$ cat config.mk
export PLATFORM = sky130hd
export DESIGN_NAME = rtwd_top
export DESIGN_NICKNAME = d
export VERILOG_FILES = /design/src/shared/rtwd_pkg.sv /design/src/shared/rtwd_div_if.sv /design/src/hw/rtwd_divider.sv /design/src/hw/rtwd_top.sv
export VERILOG_INCLUDE_DIRS = /design/src /design/src/shared
export SDC_FILE = /design/constraint.sdc
export NUM_CORES = 1
export LEC_CHECK = 0
export BUFFER_PORTS_ARGS = -buffer_cell sky130_fd_sc_hd__buf_2
export CORE_ASPECT_RATIO = 1.75
export CORE_MARGIN = 3
export CORE_UTILIZATION = 56
export DETAILED_ROUTE_END_ITERATION = 10
export PLACE_DENSITY = 0.81
export SYNTH_ARGS = -nofsm -noshare
export SYNTH_HDL_FRONTEND = slang
export SYNTH_SLANG_ARGS = --single-unit
$ cat constraint.sdc
create_clock -name pclk -period 3.95 [get_ports pclk]
set_clock_uncertainty 0.15 [all_clocks]
set_input_delay 0.395 -clock pclk [delete_from_list [all_inputs] [get_ports pclk]]
set_output_delay 0.395 -clock pclk [all_outputs]
set_load 0.02 [all_outputs]
$ cat src/shared/rtwd_map.svh
`ifndef RTWD_MAP_SVH
`define RTWD_MAP_SVH

// ****************************************************************
// Register byte offsets
// ****************************************************************
`define RTWD_OFS_CONFIG 8'h00
`define RTWD_OFS_COUNT 8'h04
`define RTWD_OFS_WDOG 8'h08
`define RTWD_OFS_INT_STATUS 8'h0C
`define RTWD_OFS_INT_MASK 8'h10

// ****************************************************************
// Configuration register fields
// ****************************************************************
`define RTWD_CFG_SEL_LSB 0
`define RTWD_CFG_SEL_MSB 2
`define RTWD_CFG_ASSIGN_BIT 3
`define RTWD_CFG_EDGE_BIT 4
`define RTWD_CFG_SOURCE_BIT 5
`define RTWD_CFG_RESET 8'hFF

// ****************************************************************
// Watchdog control and interrupt fields
// ****************************************************************
`define RTWD_WDOG_EN_BIT 0
`define RTWD_WDOG_KICK_BIT 1
`define RTWD_WDOG_EN_RESET 1'h0
`define RTWD_INT_WRAP_BIT 0
`define RTWD_INT_TMO_BIT 1
`define RTWD_INT_RESET 2'h0

// ****************************************************************
// Timing counts
// ****************************************************************
`define RTWD_WDOG_TICK_CYCLES 16

`endif

$ cat src/shared/rtwd_pkg.sv
package rtwd_pkg;

  // ****************************************************************
  // Divider state
  // ****************************************************************
  typedef struct packed {
    logic [7:0] cnt;
  } rtwd_div_state_t;

  // ****************************************************************
  // Top-level state
  // ****************************************************************
  typedef struct packed {
    logic [7:0] cfg;
    logic [7:0] count;
    logic [7:0] wdog;
    logic wdog_en;
    logic [15:0] wtick;
    logic sync1;
    logic sync2;
    logic sync3;
    logic [1:0] int_status;
    logic [1:0] int_mask;
    logic pready;
    logic [31:0] prdata;
    logic pslverr;
    logic irq;
    logic wdog_rst;
  } rtwd_state_t;

  // Low-bit mask for a ratio of 2 to the power sel plus one
  function automatic logic [7:0] div_mask(input logic [2:0] sel);
    logic [8:0] ratio;
    // Shift amount widened so select 7 shifts by eight, not zero
    ratio = 9'h001 << ({1'b0, sel} + 4'h1);
    return ratio[7:0] - 8'h01;
  endfunction

endpackage

$ cat src/shared/rtwd_div_if.sv
interface rtwd_div_if (
  input wire logic pclk,
  input wire logic presetn
);
  logic ce;
  logic clr;
  logic tick_in;
  logic [2:0] sel;
  logic tick_out;

  // Controller side
  modport ctrl (
    output ce,
    output clr,
    output tick_in,
    output sel,
    input tick_out
  );

  // Divider side
  modport div (
    input pclk,
    input presetn,
    input ce,
    input clr,
    input tick_in,
    input sel,
    output tick_out
  );
endinterface

$ cat src/hw/rtwd_divider.sv
module rtwd_divider (
  // Link to controller
  rtwd_div_if.div dv
);

  rtwd_pkg::rtwd_div_state_t st_r;
  rtwd_pkg::rtwd_div_state_t st_nxt;
  logic [7:0] mask;
  logic full;

  // ****************************************************************
  // Ratio decode and output tick
  // ****************************************************************
  assign mask = rtwd_pkg::div_mask(dv.sel);
  assign full = (st_r.cnt & mask) == mask;
  assign dv.tick_out = dv.tick_in & full;

  // Next count, cleared on request
  always_comb
  begin
    st_nxt = st_r;
    if (dv.clr)
    begin
      st_nxt.cnt = 8'h00;
    end
    else if (dv.tick_in)
    begin
      st_nxt.cnt = full ? 8'h00 : st_r.cnt + 8'h01;
    end
  end

  // State register, frozen while enable low
  always_ff @(posedge dv.pclk or negedge dv.presetn)
  begin
    if (!dv.presetn)
    begin
      st_r <= '0;
    end
    else if (dv.ce)
    begin
      st_r <= st_nxt;
    end
  end

endmodule

$ cat src/hw/rtwd_top.sv
// Added by the designer: the register offsets and the APB register port.
`include "rtwd_map.svh"

module rtwd_top #(
  parameter int WDOG_TICK_CYCLES = `RTWD_WDOG_TICK_CYCLES
) (
  // Clock, reset and enable
  input wire logic pclk,
  input wire logic presetn,
  input wire logic ce,
  // APB slave
  input wire logic psel,
  input wire logic penable,
  input wire logic pwrite,
  input wire logic [7:0] paddr,
  input wire logic [31:0] pwdata,
  output logic pready,
  output logic [31:0] prdata,
  output logic pslverr,
  // External count pin
  input wire logic ext_count_pin,
  // Events
  output logic irq,
  output logic wdog_reset_pulse
);

  localparam logic [15:0] TICK_LAST = 16'(WDOG_TICK_CYCLES - 1);

  rtwd_pkg::rtwd_state_t st_r;
  rtwd_pkg::rtwd_state_t st_nxt;

  rtwd_div_if div_link (
    .pclk(pclk),
    .presetn(presetn)
  );

  // ****************************************************************
  // Shared divider
  // ****************************************************************
  rtwd_divider u_div (
    .dv(div_link.div)
  );

  // ****************************************************************
  // Bus phase decode
  // ****************************************************************
  logic setup_ph;
  logic done;
  logic wr;
  logic rd;
  logic wr_cfg;
  logic wr_count;
  logic wr_wdog;
  logic wr_mask;
  logic rd_status;
  logic kick;

  // Transfer completes on the access cycle with pready high
  assign setup_ph = psel & ~penable;
  assign done = psel & penable & st_r.pready;
  assign wr = done & pwrite;
  assign rd = done & ~pwrite;
  assign wr_cfg = wr & (paddr == `RTWD_OFS_CONFIG);
  assign wr_count = wr & (paddr == `RTWD_OFS_COUNT);
  assign wr_wdog = wr & (paddr == `RTWD_OFS_WDOG);
  assign wr_mask = wr & (paddr == `RTWD_OFS_INT_MASK);
  assign rd_status = rd & (paddr == `RTWD_OFS_INT_STATUS);
  assign kick = wr_wdog & pwdata[`RTWD_WDOG_KICK_BIT];

  // ****************************************************************
  // Configuration fields
  // ****************************************************************
  logic assign_wdog;
  logic src_pin;
  logic edge_fall;
  logic [2:0] sel;

  assign assign_wdog = st_r.cfg[`RTWD_CFG_ASSIGN_BIT];
  assign src_pin = st_r.cfg[`RTWD_CFG_SOURCE_BIT];
  assign edge_fall = st_r.cfg[`RTWD_CFG_EDGE_BIT];
  assign sel = st_r.cfg[`RTWD_CFG_SEL_MSB:`RTWD_CFG_SEL_LSB];

  // ****************************************************************
  // Count source
  // ****************************************************************
  logic pin_rise;
  logic pin_fall;
  logic pin_edge;
  logic src_tick;

  // Edges seen only after the two-flop synchroniser
  assign pin_rise = st_r.sync2 & ~st_r.sync3;
  assign pin_fall = ~st_r.sync2 & st_r.sync3;
  assign pin_edge = edge_fall ? pin_fall : pin_rise;
  assign src_tick = src_pin ? pin_edge : 1'b1;

  // ****************************************************************
  // Watchdog tick and wrap
  // ****************************************************************
  logic wdog_tick;
  logic wdog_wrap;

  // A kick in the wrap cycle wins over the wrap
  assign wdog_tick = st_r.wdog_en & (st_r.wtick == TICK_LAST);
  assign wdog_wrap = wdog_tick & (st_r.wdog == 8'hFF) & ~kick;

  // ****************************************************************
  // Divider routing
  // ****************************************************************
  logic cnt_inc;
  logic timeout;
  logic reassign;

  // Divider has a single input, chosen by the assign bit
  assign div_link.tick_in = assign_wdog ? wdog_wrap : src_tick;
  assign div_link.sel = sel;
  assign div_link.ce = ce;
  assign cnt_inc = assign_wdog ? src_tick : div_link.tick_out;
  assign timeout = assign_wdog ? div_link.tick_out : wdog_wrap;

  // Divider restarts on count write, reassign, timeout, or a kick while the divider is assigned to the watchdog
  assign reassign = wr_cfg & (pwdata[`RTWD_CFG_ASSIGN_BIT] != assign_wdog);
  assign div_link.clr = wr_count | reassign | (kick & assign_wdog) | timeout;

  // ****************************************************************
  // Read mux, divider count deliberately absent
  // ****************************************************************
  function automatic logic [31:0] read_word(
    input logic [7:0] addr,
    input rtwd_pkg::rtwd_state_t s
  );
    logic [31:0] w;
    w = 32'h0000_0000;
    unique case (addr)
      `RTWD_OFS_CONFIG: w[7:0] = s.cfg;
      `RTWD_OFS_COUNT: w[7:0] = s.count;
      `RTWD_OFS_WDOG: w = {23'h000000, s.wdog, s.wdog_en};
      `RTWD_OFS_INT_STATUS: w[1:0] = s.int_status;
      `RTWD_OFS_INT_MASK: w[1:0] = s.int_mask;
      default: w = 32'h0000_0000;
    endcase
    return w;
  endfunction

  // Address in the register map
  function automatic logic addr_ok(input logic [7:0] addr);
    return (addr == `RTWD_OFS_CONFIG) || (addr == `RTWD_OFS_COUNT) ||
      (addr == `RTWD_OFS_WDOG) || (addr == `RTWD_OFS_INT_STATUS) ||
      (addr == `RTWD_OFS_INT_MASK);
  endfunction

  // ****************************************************************
  // Next state
  // ****************************************************************
  always_comb
  begin
    st_nxt = st_r;

    // Pin synchroniser chain
    st_nxt.sync1 = ext_count_pin;
    st_nxt.sync2 = st_r.sync1;
    st_nxt.sync3 = st_r.sync2;

    // Bus answer: one wait-free access phase
    st_nxt.pready = setup_ph;
    if (setup_ph)
    begin
      st_nxt.prdata = read_word(paddr, st_r);
      st_nxt.pslverr = ~addr_ok(paddr);
    end
    else
    begin
      // Answer stands one cycle, then drops to zero
      st_nxt.prdata = 32'h0000_0000;
      st_nxt.pslverr = 1'b0;
    end

    // Free-running counter, a write wins over a count
    if (wr_count)
    begin
      st_nxt.count = pwdata[7:0];
    end
    else if (cnt_inc)
    begin
      st_nxt.count = st_r.count + 8'h01;
    end

    // Watchdog prescale tick
    if (!st_r.wdog_en || kick || wdog_tick)
    begin
      st_nxt.wtick = 16'h0000;
    end
    else
    begin
      st_nxt.wtick = st_r.wtick + 16'h0001;
    end

    // Watchdog counter
    if (kick || timeout)
    begin
      st_nxt.wdog = 8'h00;
    end
    else if (wdog_tick)
    begin
      st_nxt.wdog = st_r.wdog + 8'h01;
    end
    if (wr_wdog)
    begin
      st_nxt.wdog_en = pwdata[`RTWD_WDOG_EN_BIT];
    end

    // Configuration, reloaded by a watchdog timeout
    if (timeout)
    begin
      st_nxt.cfg = `RTWD_CFG_RESET;
    end
    else if (wr_cfg)
    begin
      st_nxt.cfg = pwdata[7:0];
    end

    // Interrupt mask
    if (wr_mask)
    begin
      st_nxt.int_mask = pwdata[1:0];
    end

    // Sticky status: read clears only bits returned, set wins
    if (rd_status)
    begin
      st_nxt.int_status = st_r.int_status & ~st_r.prdata[1:0];
    end
    if (cnt_inc && !wr_count && st_r.count == 8'hFF)
    begin
      st_nxt.int_status[`RTWD_INT_WRAP_BIT] = 1'b1;
    end
    if (timeout)
    begin
      st_nxt.int_status[`RTWD_INT_TMO_BIT] = 1'b1;
    end

    // Registered outputs
    st_nxt.irq = |(st_nxt.int_status & st_nxt.int_mask);
    st_nxt.wdog_rst = timeout;
  end

  // ****************************************************************
  // State register
  // ****************************************************************
  always_ff @(posedge pclk or negedge presetn)
  begin
    if (!presetn)
    begin
      st_r <= '0;
      st_r.cfg <= `RTWD_CFG_RESET;
      st_r.wdog_en <= `RTWD_WDOG_EN_RESET;
      st_r.int_status <= `RTWD_INT_RESET;
      st_r.int_mask <= `RTWD_INT_RESET;
    end
    else if (ce)
    begin
      st_r <= st_nxt;
    end
  end

  // ****************************************************************
  // Outputs
  // ****************************************************************
  assign pready = st_r.pready;
  assign prdata = st_r.prdata;
  assign pslverr = st_r.pslverr;
  assign irq = st_r.irq;
  assign wdog_reset_pulse = st_r.wdog_rst;

endmodule

==> key figures <==
Run status
  – Status: completed

Clocking
  – Setup bufs post-CTS: 0
  – Clock slew at reported path FFs: 50 ps
  – Clock sink count: 69
  – H-tree depth: 3
  – Inserted Clock Buffers: 9
  – Clk Latency, worst-skew pair: 340 ps
  – CTS tree: yes
  – Post-CTS Resized: 0
  – Longest Clk Path Bufs: 2
  – Clk root buf: clkbuf_16
  – CTS Hold Buffers Added: 0

Yosys
  – Syn avg cell area: 9.199 um^2
  – Sequential share of the synthesized area: 40.08%
  – Asr flop ratio synth: 100.0%
  – Main synth FF type: dfrtp_1
  – Library cells used by synthesis: 71
  – Ys Warns: 0
  – Mapped Area: 4333 um^2
  – Syn Inst Count: 471
  – EDFF count, synth: 0
  – Yosys reg bits: 69

Layout
  – Post-route insts no fill: 584
  – Share of cells above drive strength 1: 17.47%
  – Util after Layout: 63.52%
  – N_diodes: 0
  – Most frequent cells in the layout: dfrtp_1 (61), nand2_1 (45), nor2_1 (41)
  – Most common cell after layout, fill and taps aside: dfrtp_1
  – Area growth syn-to-layout: 8.288%
  – FILL cells: 620
  – NumNets Final: 545

Power
  – Power density over cell area: 394.2 nW/um^2
  – Leak: 2.072 nW
  – VDD IR-drop max: 0.3430 mV

Worst setup path
  – Critical path, cell by cell: or3_1, ha_1, o21ai_0, or4_4, o31ai_1, nand3_2, o211ai_1
  – Setup CP Type: register to register
  – Critical path's largest stage delay: 680 ps
  – CP delay by family, top: simple AND/OR/NAND/NOR gates
  – CP max FO: 10
  – Slowest-stage cell, CP: o31ai_1
  – Buf/Inv on CP: 0
  – Crit end category: register
  – Startpoint types: register
  – WP data required: 4060 ps
  – CP arrival: 3250 ps

Floorplanning
  – Starting Density: 58.66%
  – Die area: 8871 um^2
  – Cell Rows: 41
  – Die X: 72.50 um
  – Die H: 122.4 um
  – # IOs: 83
  – Core area: 7387 um^2

STA
  – Final hold violation count: 0
  – RSZ-0062 raised after global routing: false
  – Slew Viols, Final: 0
  – Rel. slew slack: 36.03%
  – Fmax achieved: 0.3185 GHz
  – Worst setup margin: 809.9 ps
  – Period utilization: 79.50%
  – Setup TNS: 0 ps
  – Worst-Margin Slew: 954.3 ps
  – # setup viols final: 0
  – Fin crit period: 3140 ps

Job
  – Max cap viols: 0

Global route
  – Number of global-route vias before repair: 3709
  – Initial antenna violation count: 0
  – GRT Util Overall: 25.56%
  – Largest net degree at the start of global routing: 39
  – Global route overflow: 0
  – First-pass GRT wire length: 17530 um

Placement
  – IO Port Bufs: 35
  – Routability Congestion: 0.8597
  – DP HPWL: 7651 um
  – Dpl cells: 568
  – Setup slack at placement: 897.4 ps

Drt
  – DR vias/cell: 6.390
  – DRT iter0 DRCs: 310
  – Via count: 3732
  – First drt pass iteration count: 4
  – Routed Wire Length: 10790 um
  – Post-route ant nets: 0
  – WL/cell: 18.48 um
  – Residual DRC: 0

Min path
  – Hold Path Class: primary input to asynchronous set/reset pin
## registers in the layout, indices dropped and copies added, names as in the netlist
register	flops
st_nxt	2
src_pin	1
st_r	40
edge_fall	1
irq	1
pslverr	1
pready	1
u_div.st_r	8
div_link.sel	3
prdata	9
wdog_reset_pulse	1
assign_wdog	1
## report_power, final
group | internal [W] | total, W | switching (W)
Clock | 0.000504 | 0.000803 | 0.000300
Combinational | 0.0000967 | 0.000235 | 0.000138
Sequential | 0.000748 | 0.000812 | 0.0000634
## cells by family (layout without fill, tap and decap cells)
logic type | count (synthesis) | count (layout) | share of synthesized area (%)
other | 2 | 24 | 0.1733
AO/OA/AOI/OAI | 110 | 110 | 17.73
AND/OR/NAND/NOR | 186 | 186 | 22.93
adder cells (fa/ha/maj) | 5 | 5 | 1.444
buffers and inverters | 62 | 67 | 8.663
XOR/XNOR | 12 | 12 | 2.426
multiplexers | 25 | 25 | 6.555
flip-flops | 69 | 69 | 40.08
## layer usage
layer	wire [um]	vias up	GRT usage (%)
met4	569	0	16.97
li1	-	1711	-
met3	536	46	3.361
met2	5587	170	44.35
met5	0	-	0
met1	4100	1805	28.62
## worst reg2reg max path: stages, from the launching register on
cell and delay, ps:
dfstp_2 410, or3_1 400, ha_1 290, o21ai_0 80
or4_4 460, o31ai_1 690, nand3_2 380, o211ai_1 210
## area by class of cell
| class | count | area, um^2 | share of cell area (%) |
|---|---|---|---|
| multi-input combinational | 362 | 2303 | 49.09 |
| clock inverter | 4 | 47.55 | 1.013 |
| clock buffer | 12 | 246.5 | 5.253 |
| timing repair buffer | 39 | 205.2 | 4.373 |
| tap | 86 | 107.6 | 2.293 |
| inverter | 12 | 45.04 | 0.9600 |
| sequential | 69 | 1737 | 37.01 |
## worst paths after layout
| path | start | endpoint | slack, ps | cells past startpoint |
|---|---|---|---|---|
| hold reg to reg | prdata[4] | prdata[4] | 340 | 1 |
| max in group asynchronous | presetn | st_r[83] | 2650 | 2 |
| setup / recovery | div_link.sel[1] | div_link.sel[2] | 810 | 7 |
| hold / removal | presetn | st_r[48] | 20 | 1 |
| setup reg to reg | div_link.sel[1] | div_link.sel[2] | 810 | 7 |
| min in group pclk | ext_count_pin | st_nxt[41] | 140 | 2 |
## synthesized netlist by cell type, types with 5 or more instances
library cell  number  area share [%]
o2bb2ai_1          9             1.8
mux2_2             7             1.8
nand2b_1           5            0.72
nand3_1           22             2.5
o211ai_1           6             1.0
a31oi_1            5            0.72
dfrtp_1           61              35
mux2i_1           16             3.7
clkbuf_1          10            0.87
a22o_1             6             1.2
and3_1            11             1.6
inv_1             11            0.95
a21oi_1           23             2.7
ha_1               5             1.4
o21ai_0           18             2.1
nand2_1           45             3.9
xor2_1             8             1.6
o31ai_1           12             2.1
nand4_1            7             1.0
nor2b_1            9             1.3
buf_4             33             5.7
dfstp_2            8             4.9
nor2_1            41             3.6
nor3_1             8            0.92
## through the flow
stage / power, W / area [um^2] / hold slack [ps]
final: 0.001850 / 4692 / 19.81
after global routing: 0.001924 / 4692 / 92.45
after CTS: 0.001851 / 4692 / 46.68
after detailed placement: 0.001045 / 4398 / 324.6
after global placement: 0.001036 / 4398 / 320.4
after floorplan: 0.0009873 / 4415 / -50.59
Power figures use the tool's default switching activity.
